===== src/uvr_pkg.sv =====
`default_nettype none
package uvr_pkg;
  localparam int CLK_PERIOD_PS = 4000;
  localparam int DELAY_STEP_US = 10;
  localparam int DELAY_STEP_CYCLES = (DELAY_STEP_US * 1000000) / CLK_PERIOD_PS;
  localparam logic [7:0] RESP_BYTE_RESET = 8'h00;
  localparam int RESP_MSB = 7;
  localparam int RESP_LSB = 6;
  localparam int RETRY_MSB = 5;
  localparam int RETRY_LSB = 3;
  localparam int DELAY_MSB = 2;
  localparam int DELAY_LSB = 0;
  localparam logic [1:0] RESP_IGNORE = 2'h0;
  localparam logic [1:0] RESP_DELAYED = 2'h1;
  localparam logic [1:0] RESP_SHUTDOWN = 2'h2;
  localparam logic [1:0] RESP_UNSUPPORTED = 2'h3;
  localparam logic [2:0] RETRY_NONE = 3'h0;
  localparam logic [2:0] RETRY_FOREVER = 3'h7;
  localparam int WAIT_WIDTH = 20;
  typedef enum logic [4:0] {
    UVR_OFF = 5'h01,
    UVR_RUN = 5'h02,
    UVR_DELAY = 5'h04,
    UVR_LATCHED = 5'h08,
    UVR_RETRY = 5'h10
  } uvr_state_t;
endpackage
`default_nettype wire


===== src/uvr_fault_response.sv =====
`default_nettype none
module uvr_fault_response
  import uvr_pkg::*;
#(
  parameter int DELAY_STEP = DELAY_STEP_CYCLES
) (
  input wire logic sys_clk,
  input wire logic nrst,
  input wire logic respWrite,
  input wire logic [7:0] respWriteData,
  output logic [7:0] undervoltage_response_byte,
  input wire logic clearFaults,
  input wire logic runPin,
  input wire logic operationOn,
  input wire logic uvDetect,
  input wire logic rampActive,
  input wire logic otherFaultNoRetry,
  input wire logic [7:0] retry_interval_setting,
  output logic outputEnable,
  output logic uvFaultBit,
  output logic cmlFault,
  output logic smbAlertOut,
  output logic smbAlertOe
);

  logic [1:0] runSync;
  logic [1:0] uvSync;
  logic runOnPrev;
  logic [7:0] next_respByte;
  logic next_cmlFault;
  uvr_state_t state;
  uvr_state_t next_state;
  logic [WAIT_WIDTH-1:0] waitCount;
  logic [WAIT_WIDTH-1:0] next_waitCount;
  logic next_uvFaultBit;
  logic next_outputEnable;

  logic runOn;
  logic uvSeen;
  logic restartEdge;
  logic [1:0] respCode;
  logic [2:0] retryCode;
  logic [2:0] delayCode;
  logic [WAIT_WIDTH-1:0] delayLoad;
  logic [WAIT_WIDTH-1:0] retryLoad;

  assign respCode = undervoltage_response_byte[RESP_MSB:RESP_LSB];
  assign retryCode = undervoltage_response_byte[RETRY_MSB:RETRY_LSB];
  assign delayCode = undervoltage_response_byte[DELAY_MSB:DELAY_LSB];
  assign runOn = runSync[1] & operationOn;
  assign restartEdge = runOn & ~runOnPrev;
  // Only live while the output is up and not ramping
  assign uvSeen = uvSync[1] & runOn & ~rampActive
    & ((state == UVR_RUN) | (state == UVR_DELAY));
  assign delayLoad = WAIT_WIDTH'(delayCode * DELAY_STEP);
  assign retryLoad = WAIT_WIDTH'(retry_interval_setting * DELAY_STEP);

  // Pins cross into the clock domain before anything looks at them
  always_ff @(posedge sys_clk or negedge nrst) begin
    if (!nrst) begin
      runSync <= 2'h0;
      uvSync <= 2'h0;
      runOnPrev <= 1'b0;
    end else begin
      runSync <= {runSync[0], runPin};
      uvSync <= {uvSync[0], uvDetect};
      runOnPrev <= runOn;
    end
  end

  // Byte-wide configuration store
  always_comb begin
    next_respByte = undervoltage_response_byte;
    next_cmlFault = 1'b0;
    if (respWrite) begin
      if (respWriteData[RESP_MSB:RESP_LSB] == RESP_UNSUPPORTED) begin
        next_cmlFault = 1'b1;
      end else begin
        next_respByte = respWriteData;
      end
    end
  end

  always_ff @(posedge sys_clk or negedge nrst) begin
    if (!nrst) begin
      undervoltage_response_byte <= RESP_BYTE_RESET;
      cmlFault <= 1'b0;
    end else begin
      undervoltage_response_byte <= next_respByte;
      cmlFault <= next_cmlFault;
    end
  end

  // Response sequencer
  always_comb begin
    next_state = state;
    next_waitCount = waitCount;
    if (!runOn) begin
      next_state = UVR_OFF;
    end else begin
      unique case (state)
        UVR_OFF: begin
          next_state = UVR_RUN;
        end
        UVR_RUN: begin
          if (uvSeen) begin
            if (respCode == RESP_DELAYED) begin
              next_state = UVR_DELAY;
              next_waitCount = delayLoad;
            end else if (respCode == RESP_SHUTDOWN) begin
              if (retryCode == RETRY_FOREVER && !otherFaultNoRetry) begin
                next_state = UVR_RETRY;
                next_waitCount = retryLoad;
              end else begin
                next_state = UVR_LATCHED;
              end
            end
            // RESP_IGNORE keeps regulating
          end
        end
        UVR_DELAY: begin
          if (!uvSeen) begin
            next_state = UVR_RUN;
          end else if (waitCount == '0) begin
            if (retryCode == RETRY_FOREVER && !otherFaultNoRetry) begin
              next_state = UVR_RETRY;
              next_waitCount = retryLoad;
            end else begin
              next_state = UVR_LATCHED;
            end
          end else begin
            next_waitCount = waitCount - 1'b1;
          end
        end
        UVR_LATCHED: begin
          // Codes other than 000 and 111 are treated as no retry
          if (clearFaults) begin
            next_state = UVR_RUN;
          end
        end
        UVR_RETRY: begin
          if (otherFaultNoRetry) begin
            next_state = UVR_LATCHED;
          end else if (waitCount == '0) begin
            next_state = UVR_RUN;
          end else begin
            next_waitCount = waitCount - 1'b1;
          end
        end
        default: begin
          next_state = UVR_OFF;
        end
      endcase
    end
    next_outputEnable = (next_state == UVR_RUN) | (next_state == UVR_DELAY);
  end

  always_ff @(posedge sys_clk or negedge nrst) begin
    if (!nrst) begin
      state <= UVR_OFF;
      waitCount <= '0;
      outputEnable <= 1'b0;
    end else begin
      state <= next_state;
      waitCount <= next_waitCount;
      outputEnable <= next_outputEnable;
    end
  end

  // Status bit: a fault in the clearing cycle still lands
  always_comb begin
    next_uvFaultBit = uvFaultBit;
    if (clearFaults || restartEdge) begin
      next_uvFaultBit = 1'b0;
    end
    if (uvSeen) begin
      next_uvFaultBit = 1'b1;
    end
  end

  always_ff @(posedge sys_clk or negedge nrst) begin
    if (!nrst) begin
      uvFaultBit <= 1'b0;
    end else begin
      uvFaultBit <= next_uvFaultBit;
    end
  end

  // Open-drain alert: pulled low while the fault is pending
  assign smbAlertOut = 1'b0;
  assign smbAlertOe = uvFaultBit;
endmodule
`default_nettype wire


===== config.mk =====
export PLATFORM = sky130hd
export DESIGN_NAME = uvr_fault_response
export DESIGN_NICKNAME = d
export VERILOG_FILES = /design/src/uvr_pkg.sv /design/src/uvr_fault_response.sv
export SDC_FILE = /design/constraint.sdc
export NUM_CORES = 1
export LEC_CHECK = 0
export ABC_AREA = 1
export BUFFER_PORTS_ARGS = -buffer_cell sky130_fd_sc_hd__buf_2
export CAP_MARGIN = 20
export CORE_MARGIN = 3
export CORE_UTILIZATION = 65
export CTS_CLUSTER_DIAMETER = 200
export DETAILED_ROUTE_END_ITERATION = 7
export PLACE_DENSITY = 0.86
export SYNTH_ARGS = -nofsm -noshare
export SYNTH_HDL_FRONTEND = slang
export SYNTH_SLANG_ARGS = --single-unit
export TNS_END_PERCENT = 5

===== constraint.sdc =====
create_clock -name sys_clk -period 4.9 [get_ports sys_clk]
set_input_delay 0 -clock sys_clk [delete_from_list [all_inputs] [get_ports sys_clk]]
set_output_delay 0 -clock sys_clk [all_outputs]
set_load 0.005 [all_outputs]

==> results of run 1 <==
==> through the flow <==
step	total power, uW	std cells	instance area [um2]
finish	1520	781	4890
global route	1650	781	4890
CTS	1510	781	4890
detailed placement	1160	760	4630
global placement	1140	760	4630
floorplan	968	657	4420
==> cell families after synthesis <==
family                     count (synthesis)  synth area share (%)
DFF                                       41                  23.2
adders and majority gates                 61                  19.8
AOI/OAI and AO/OA                         57                  6.77
and+or+nand+nor                          364                  35.8
other                                      1                0.0848
xor gates and xnor gates                  14                  2.77
muxes                                      3                 0.764
buffers and inverters                    116                  10.8
==> worst paths after layout <==
kind / slack (ns) / startpoint / depth (start not counted) / endpoint
worst max-delay path: 1.85 / retry_interval_setting[5] / 18 / waitCount[19]
worst min-delay path: 0.02 / otherFaultNoRetry / 5 / state[3]
worst max register to register: 2.22 / undervoltage_response_byte[0] / 11 / waitCount[14]
worst min register to register: 0.36 / uvSync[0] / 0 / uvSync[1]
max in group asynchronous: 3.95 / nrst / 2 / undervoltage_response_byte[2]
min in group asynchronous: 0.37 / nrst / 2 / waitCount[19]
==> cell usage in the layout (no fill, tap or decap), types with 5 or more instances in the layout <==
cell type / synthesis / routed
dfrtp_1: 40 / 40
ha_1: 46 / 46
nand2_2: 6 / 6
buf_2: 0 / 36
nand4_1: 5 / 5
fa_1: 15 / 15
clkbuf_8: 0 / 5
nor2_1: 62 / 62
dlygate4sd3_1: 0 / 13
o21ai_1: 10 / 10
nand2_1: 199 / 199
nand3_1: 67 / 67
a21oi_1: 17 / 17
o21ai_0: 24 / 24
nor2_2: 6 / 6
inv_1: 103 / 103
xor2_1: 11 / 11
==> layout make-up <==
cell class / count / share of cell area (%)
inverters: 105 / 8.11
well taps: 77 / 1.97
flip-flops and latches: 41 / 21.0
clock inverters: 3 / 1.41
multi-input cells: 500 / 59.6
repair buffers: 50 / 6.49
clock buffers: 5 / 1.41
==> worst max-delay path, delay by kind of cell <==
kind / cells / cell delay, ns
fa+ha+maj: 5 / 2.16
simple gates: 9 / 0.87
buf+inv: 4 / 0.27
==> registers in the layout, summed over array words and instances, names as in the netlist <==
| signal | cells |
|---|---|
| waitCount | 20 |
| undervoltage_response_byte | 8 |
| state | 5 |
| runSync | 2 |
| uvSync | 2 |
| cmlFault | 1 |
| outputEnable | 1 |
| runOnPrev | 1 |
| smbAlertOe | 1 |
==> power by group <==
group / total (uW) / switching [uW] / internal, uW
combinational: 744 / 464 / 279
clock: 341 / 136 / 205
sequential: 433 / 52.1 / 381
total: 1520 / 652 / 865
==> layer usage <==
| metal | track usage (%) | wire length [um] | vias to the layer above | share of wire [%] |
|---|---|---|---|---|
| met5 | 0 | 0 | - | 0 |
| met4 | 12.1 | 277 | 0 | 2.4 |
| met3 | 7.64 | 1120 | 28 | 9.6 |
| met2 | 48.5 | 5270 | 228 | 45 |
| met1 | 44.7 | 5020 | 2012 | 43 |
| li1 | - | - | 2161 | - |
==> results.json, run 1 <==
{
  "synth_most_common_cell": "nand2_1",
  "ant_nets": 0,
  "cp-start-kind": "primary input",
  "start_util_pct": 68.4,
  "htreeDepth": 2,
  "drive_above_1_share_pct": 10.8,
  "clock_skew_ns": 0.00721,
  "critPathMaxFanout": 5,
  "synth_area_leaders": "dfrtp_1 23%, nand2_1 17%, ha_1 13%",
  "die-area_mm2": 0.00783,
  "vias": 4429,
  "fp.dieW_um": 88.5,
  "dr.pass1.iters": 6,
  "syn_area_mm2": 0.00442,
  "yosysUniqueCellTypes": 37,
  "area_delta_synth_final_pct": 10.7,
  "die_h_um": 88.5,
  "fin_util_pct": 75.8,
  "synth_cells": 657,
  "worst_ir_drop_vdd_mv": 0.187,
  "hold_viol": 0,
  "synth_area_leader_cell": "dfrtp_1",
  "crit_path_end_kind": "flop",
  "ys_seq_elements": 41,
  "fin_crit_sh_pct": 62.2,
  "seqCellArea_mm2": 0.00103,
  "grt_max_degree": 42,
  "required_ns": 5.15,
  "hold_class": "primary input to flop",
  "drt_iter0_drc": 492,
  "path_cells": "buf_2 > fa_1 > fa_1 > ha_1 > inv_1 > fa_1 > inv_1 > ha_1 > nand2_1 > nor2_1 > nand3_1 > nand3_1 > nand2_1 > nand2_1 > nand3_1 > nand3_2 > nand2_1 > inv_1",
  "cpMostUsedCell": "nand2_1",
  "numCtsBuffers": 5,
  "p_per_area_mw_per_mm2": 310,
  "core_area_mm2": 0.00646,
  "gp_congestion": 0.934,
  "cts_root_buffer": "clkbuf_8",
  "setup_viol": 0,
  "drc_errors": 0,
  "grt_pass1_vias": 4150,
  "fmax_mhz": 328,
  "io_buffers": 36,
  "maxSlewViolCount": 0,
  "multi_input_area_mm2": 0.00292,
  "hold_buffers": 13,
  "fin_nets": 789,
  "layout_setup_ws_ns": 1.85,
  "syn_avg_cell_area_um2": 6.73,
  "row_count": 29,
  "gr-total-overflow": 0,
  "clock_latency_ns": 0.30,
  "p_leak_uw": 0.00267,
  "cp_slowest_cell": "fa_1",
  "cts_tree": "done",
  "synth_top_area_share_pct": 22.6,
  "yosysWarnings": 0,
  "path_class": "primary input to flop",
  "dp_slack_ns": 1.52,
  "tightest_slew_ns": 0.927,
  "rsz0062_at_grt": "false",
  "max-cap-violations": 0,
  "antennaDiodeCount": 0,
  "fin_setup_tns_ns": 0,
  "outcome": "finished clean",
  "syn_nets": 743,
  "async_reset_ff_share_pct": 100,
  "wl_per_cell_um": 15.0,
  "cts.sinks": 41,
  "wirelength_mm": 11.7,
  "post_cts_resized": 0,
  "hpwl_mm": 8.95,
  "cp_slowest_stage_delay_ns": 0.56,
  "grt_usage_pct": 32.1,
  "whs_ns": 0.0241,
  "crit_arrival_ns": 3.29,
  "postCtsSetupBuffers": 0,
  "ios": 38,
  "synth-edff-count": 0,
  "vias_per_cell": 5.67,
  "slew_headroom_pct": 38.2,
  "clk_path_buf_depth": 2,
  "clk_pin_slew_ns": 0.09,
  "grt_pass1_wl_mm": 19.6,
  "synth_ff_type": "dfrtp_1",
  "synth_common_cells": "199 x nand2_1, 103 x inv_1, 67 x nand3_1, 62 x nor2_1, 46 x ha_1",
  "fill_cells": 518,
  "fin_crit_ns": 3.05,
  "antenna_found_initial": 0,
  "ys_seq_area_share_pct": 23.2
}
No activity file was read; power rests on OpenSTA's default activity.
==> run 2, diff against run 1 <==
--- a/config.mk
+++ b/config.mk
@@ -9,10 +9,10 @@
 export BUFFER_PORTS_ARGS = -buffer_cell sky130_fd_sc_hd__buf_2
 export CAP_MARGIN = 20
 export CORE_MARGIN = 3
-export CORE_UTILIZATION = 65
+export CORE_UTILIZATION = 62
 export CTS_CLUSTER_DIAMETER = 200
 export DETAILED_ROUTE_END_ITERATION = 7
-export PLACE_DENSITY = 0.86
+export PLACE_DENSITY = 0.82
 export SYNTH_ARGS = -nofsm -noshare
 export SYNTH_HDL_FRONTEND = slang
 export SYNTH_SLANG_ARGS = --single-unit
==> constraint.sdc (replaced) <==
create_clock -name sys_clk -period 2.9 [get_ports sys_clk]
set_input_delay 0 -clock sys_clk [delete_from_list [all_inputs] [get_ports sys_clk]]
set_output_delay 0 -clock sys_clk [all_outputs]
set_load 0.005 [all_outputs]
==> results.json, run 2 (synthesis results as in run 1) <==
{
  "crit_path_end_kind": "flop",
  "io_buffers": 36,
  "p_per_area_mw_per_mm2": 529,
  "fin_cells": 819,
  "row_count": 30,
  "gp_congestion": 0.954,
  "hold_class": "primary input to flop",
  "p_switching_uw": 1200,
  "path_class": "primary input to flop",
  "cpMostUsedCell": "fa_1",
  "drt_iter0_drc": 471,
  "place_area_mm2": 0.00480,
  "largest-register": "waitCount",
  "fp.dieW_um": 90.4,
  "clock_skew_ns": 0.00472,
  "clk_path_buf_depth": 2,
  "path_cells": "buf_2 > fa_1 > fa_1 > ha_1 > inv_2 > fa_1 > inv_2 > ha_4 > a21oi_4 > nor2_1 > nor2_2 > nand3_1 > nand3_2 > nand3_2 > a21oi_1",
  "antennaDiodeCount": 0,
  "tightest_slew_ns": 0.956,
  "seqPwrFrac_pct": 26.5,
  "start_util_pct": 64.4,
  "critPathMaxFanout": 4,
  "clk_pin_slew_ns": 0.09,
  "p_leak_uw": 0.00275,
  "fin_area_mm2": 0.00517,
  "fin_nets": 808,
  "cts_tree": "done",
  "numCtsBuffers": 5,
  "reg2reg_from": "undervoltage_response_byte[2]",
  "hpwl_mm": 8.70,
  "hold_viol": 0,
  "clock_latency_ns": 0.30,
  "slew_headroom_pct": 36.3,
  "cts_root_buffer": "clkbuf_8",
  "clockPowerShare_pct": 17.8,
  "comb_power_share_pct": 55.6,
  "fmax_mhz": 354,
  "crit_arrival_ns": 3.04,
  "worst_ir_drop_vdd_mv": 0.338,
  "cts.sinks": 41,
  "dr.pass1.iters": 5,
  "path_buf_inv": 3,
  "mostFrequentLayoutCell": "nand2_1",
  "wl_per_cell_um": 14.9,
  "finalPower_uw": 2740,
  "whs_ns": 0.00587,
  "wirelength_mm": 12.2,
  "ios": 38,
  "grt_pass1_vias": 4368,
  "drc_errors": 0,
  "area_delta_synth_final_pct": 16.9,
  "max-cap-violations": 0,
  "drive_above_1_share_pct": 16.9,
  "grt_pass1_wl_mm": 20.1,
  "reg_top3": "waitCount x20, undervoltage_response_byte x8, state x5",
  "grt_usage_pct": 29.9,
  "largest_register_ffs": 20,
  "p_sw_share_pct": 44.0,
  "vias": 4537,
  "hp-start": "operationOn",
  "outcome": "finished clean",
  "reg2reg_slack_ns": 0.21,
  "die-area_mm2": 0.00818,
  "setup_viol": 0,
  "cp_slowest_stage_delay_ns": 0.55,
  "cp_top_family": "adder cells",
  "core_area_mm2": 0.00687,
  "vias_per_cell": 5.54,
  "dp_cells": 797,
  "ant_nets": 0,
  "antenna_found_initial": 0,
  "cp-start-kind": "primary input",
  "cp_slowest_cell": "fa_1",
  "rsz0062_at_grt": "true",
  "final_cell_mix": "196 x nand2_1, 98 x inv_1, 64 x nand3_1",
  "fin_crit_ns": 2.82,
  "die_h_um": 90.4,
  "required_ns": 3.12,
  "grt_max_degree": 42,
  "crit_path_start": "retry_interval_setting[7]",
  "htreeDepth": 2,
  "gr-total-overflow": 0,
  "maxSlewViolCount": 0,
  "fin_crit_sh_pct": 97.3,
  "internal-power_uw": 1530
}
==> run 2: layout make-up <==
cell class	instances	area, um2
clock inverters	3	46.3
fillers	541	1700
flip-flops and latches	41	1030
clock buffers	5	68.8
inverters	105	397
well taps	96	120
multi-input cells	500	3050
repair buffers	69	460
==> run 2: worst reg2reg max path, stage by stage, from the launching register on <==
cell and delay [ns]:
dfrtp_1 0.51, fa_1 0.55, ha_1 0.17, inv_1 0.05, fa_1 0.40, o21ai_0 0.35, nand3_1 0.11, nor2_1 0.21
nor2_1 0.09, nand2_1 0.07, nor2_1 0.04, nor2_1 0.07
==> run 2: power by group through the flow <==
stage               Sequential (uW)  Combinational [uW]  Clock (uW)
floorplan                       720                 943           0
global placement                727                1270           0
detailed placement              732                1310           0
CTS                             720                1360         492
global route                    735                1710         521
finish                          725                1520         488
==> run 2: repair_timing <==
action / CTS / global route
hold endpoints to repair: 51 / 0
pin swaps: 3 / 24
endpoints found under the setup margin: 3 / 9
buffers inserted: 0 / 1
hold buffers: 13 / 0
resized for setup: 3 / 24
==> run 2: layer usage <==
metal	vias to the layer above	global-route usage, %	wire length [um]
met5	-	0	0
met4	0	9.82	335
met3	36	5.75	938
met2	188	49.9	5850
met1	2117	39.1	5070
li1	2196	-	-
==> run 2: worst paths after layout <==
check / cells after the start / end
max in group asynchronous: 2 / undervoltage_response_byte[2]
min reg2reg: 0 / uvSync[1]
max reg2reg: 11 / waitCount[14]
min: 3 / state[3]
min in group asynchronous: 2 / waitCount[14]
max: 15 / waitCount[16]
==> run 2: through the flow <==
| stage | setup slack [ns] | util, % | TNS (ns) |
|---|---|---|---|
| after floorplan | 0.000588 | - | 0 |
| after global placement | -0.293 | 69.9 | -1.91 |
| after detailed placement | -0.347 | 69.9 | -2.52 |
| after CTS | 0.00356 | 73.7 | 0 |
| after global routing | -0.0606 | 75.2 | -0.150 |
| final | 0.0776 | 75.2 | 0 |
==> run 3, diff against run 2 <==
--- a/config.mk
+++ b/config.mk
@@ -5,15 +5,14 @@
 export SDC_FILE = /design/constraint.sdc
 export NUM_CORES = 1
 export LEC_CHECK = 0
-export ABC_AREA = 1
 export BUFFER_PORTS_ARGS = -buffer_cell sky130_fd_sc_hd__buf_2
 export CAP_MARGIN = 20
 export CORE_MARGIN = 3
-export CORE_UTILIZATION = 62
+export CORE_UTILIZATION = 60
 export CTS_CLUSTER_DIAMETER = 200
 export DETAILED_ROUTE_END_ITERATION = 7
-export PLACE_DENSITY = 0.82
+export PLACE_DENSITY = 0.81
 export SYNTH_ARGS = -nofsm -noshare
 export SYNTH_HDL_FRONTEND = slang
 export SYNTH_SLANG_ARGS = --single-unit
-export TNS_END_PERCENT = 5
+export TNS_END_PERCENT = 1
==> results.json, run 3 <==
{
  "outcome": "finished with violations",
  "violations": "setup timing",
  "multi_input_area_mm2": 0.00265,
  "cp_top_family": "adder cells",
  "antennaDiodeCount": 0,
  "p_leak_uw": 0.00211,
  "fill_cells": 402,
  "cp-start-kind": "primary input",
  "slew_headroom_pct": 28.3,
  "ys_seq_elements": 41,
  "ios": 38,
  "grt_usage_pct": 28.7,
  "syn_nets": 500,
  "grt_pass1_vias": 3593,
  "fin_crit_sh_pct": 106,
  "clockPowerShare_pct": 18.6,
  "seqPwrFrac_pct": 30.2,
  "row_count": 28,
  "maxSlewViolCount": 0,
  "cts.sinks": 41,
  "numCtsBuffers": 5,
  "htreeDepth": 2,
  "cp_slowest_cell": "fa_1",
  "clk_pin_slew_ns": 0.09,
  "clock_skew_ns": 0.00833,
  "clock_latency_ns": 0.30,
  "synth_area_leader_cell": "dfrtp_1",
  "gr-total-overflow": 0,
  "drc_errors": 0,
  "hpwl_mm": 7.75,
  "crit_path_end_kind": "flop",
  "fin_crit_ns": 3.06,
  "hold_viol": 0,
  "fmax_mhz": 327,
  "synth_most_common_cell": "ha_1",
  "place_area_mm2": 0.00430,
  "synth_area_leaders": "dfrtp_1 26%, ha_1 15%, fa_1 7.9%",
  "drive_above_1_share_pct": 25.4,
  "p_switching_uw": 780,
  "io_buffers": 36,
  "p_per_area_mw_per_mm2": 448,
  "synth-edff-count": 0,
  "cts_tree": "done",
  "seqCellArea_mm2": 0.00103,
  "largest-register": "waitCount",
  "internal-power_uw": 1280,
  "p_sw_share_pct": 37.9,
  "fin_area_mm2": 0.00460,
  "critPathMaxFanout": 4,
  "wl_per_cell_um": 18.1,
  "reg_top3": "waitCount x20, undervoltage_response_byte x8, state x5",
  "layout_setup_ws_ns": -0.161,
  "cp_slowest_stage_delay_ns": 0.56,
  "path_class": "primary input to flop",
  "gp_congestion": 0.897,
  "synth_common_cells": "46 x ha_1, 40 x dfrtp_1, 40 x inv_1, 32 x o21ai_0, 27 x nand2_1",
  "die_h_um": 85.6,
  "ant_nets": 0,
  "wirelength_mm": 10.3,
  "largest_register_ffs": 20,
  "fp.dieW_um": 85.6,
  "die-area_mm2": 0.00733,
  "cts_root_buffer": "clkbuf_8",
  "worst_ir_drop_vdd_mv": 0.318,
  "vias": 3604,
  "start_util_pct": 63.1,
  "dp_cells": 551,
  "synth_top_area_share_pct": 26.3,
  "clk_path_buf_depth": 2,
  "final_cell_mix": "44 x ha_1, 39 x inv_1, 39 x buf_4",
  "core_area_mm2": 0.00603,
  "syn_avg_cell_area_um2": 9.19,
  "syn_area_mm2": 0.00380,
  "hold_class": "primary input to flop",
  "async_reset_ff_share_pct": 100,
  "grt_pass1_wl_mm": 17.1,
  "required_ns": 3.09,
  "tightest_slew_ns": 1.07,
  "comb_power_share_pct": 51.3,
  "mostFrequentLayoutCell": "ha_1",
  "ys_seq_area_share_pct": 27.0,
  "drt_iter0_drc": 326,
  "setup_viol": 7,
  "grt_max_degree": 42,
  "dp_slack_ns": -0.624,
  "path_cells": "buf_2 > ha_1 > ha_1 > inv_1 > fa_1 > inv_1 > fa_1 > ha_4 > and2_1 > a31o_2 > o31ai_4 > o21ai_2 > a2111oi_2 > o31ai_1",
  "fin_cells": 572,
  "synth_cells": 414,
  "whs_ns": 0.0332,
  "yosysUniqueCellTypes": 72,
  "area_delta_synth_final_pct": 20.9,
  "dr.pass1.iters": 7,
  "yosysWarnings": 0,
  "rsz0062_at_grt": "true",
  "fin_util_pct": 76.3,
  "fin_nets": 582,
  "crit_arrival_ns": 3.25,
  "max-cap-violations": 0,
  "vias_per_cell": 6.30,
  "antenna_found_initial": 0,
  "path_buf_inv": 3,
  "synth_ff_type": "dfrtp_1"
}
-- run 3: cell types whose count changed after synthesis, moves of 7 or more --
cell / change
inv_1: -63
nor2_1: -38
o21ai_0: +8
o21ai_1: -10
or3_1: +7
nand2_1: -172
nor3_1: +9
xnor2_1: +7
nand3_1: -62
-- run 3: power groups by stage --
stage                     Clock, uW  Combinational, uW  Sequential, uW
after floorplan                   0                582             632
after global placement            0                894             630
after detailed placement          0                933             632
after CTS                       383               1000             620
after global routing            408               1150             625
final                           382               1060             621
-- run 3: repair_timing --
action,in CTS,in global routing
hold buffers,12,0
setup buffers,0,1
endpoints found under the setup margin,7,15
hold endpoints to repair,51,0
gates resized for setup,10,8
pin swaps,9,9
-- run 3: final timing paths --
kind / start / endpoint / slack [ns] / cells past startpoint
worst max-delay path: retry_interval_setting[5] / waitCount[19] / -0.16 / 14
worst min-delay path: clearFaults / smbAlertOe / 0.03 / 4
worst max register to register: state[2] / waitCount[15] / -0.06 / 6
worst min register to register: uvSync[0] / uvSync[1] / 0.37 / 0
max in group asynchronous: nrst / state[4] / 1.88 / 2
min in group asynchronous: nrst / undervoltage_response_byte[2] / 0.38 / 2
-- run 3: cell families after synthesis --
group / after synthesis / share of synthesized area, %
AO/OA/AOI/OAI: 120 / 21.8
XOR/XNOR: 16 / 3.68
adder cells (fa/ha/maj): 61 / 23.0
buffers and inverters: 52 / 5.75
flip-flops: 41 / 27.0
multiplexers: 8 / 2.33
other: 1 / 0.0986
AND/OR/NAND/NOR: 115 / 16.3
-- run 3: through the flow --
stage | power, uW | setup TNS (ns)
2_1_floorplan | 1210 | -1.06
3_3_place_gp | 1520 | -3.30
3_5_place_dp | 1560 | -4.08
4_1_cts | 2010 | -0.747
5_1_grt | 2180 | -2.12
6_report | 2060 | -0.831
-- run 3: worst reg2reg max path, cell delays in order, from the launching register on --
cell and delay (ns):
dfrtp_1 0.46, or3_4 0.42, or4_4 0.58, a221oi_4 0.33, o211ai_1 0.50, o21ai_0 0.39
o311ai_2 0.15
-- run 3: cell type report --
class	instances	area share, %
multi-input cells	321	57.5
clock buffers	5	1.50
well taps	75	2.04
flip-flops and latches	41	22.4
clock inverters	3	0.381
repair buffers	87	12.9
inverters	40	3.26
-- run 3: metal layers --
metal	vias up	global-route usage, %	part of all wire (%)
li1	1683	-	-
met1	1699	38.5	41
met2	177	48.4	48
met3	45	4.90	7.8
met4	0	7.48	3.1
met5	-	0	0
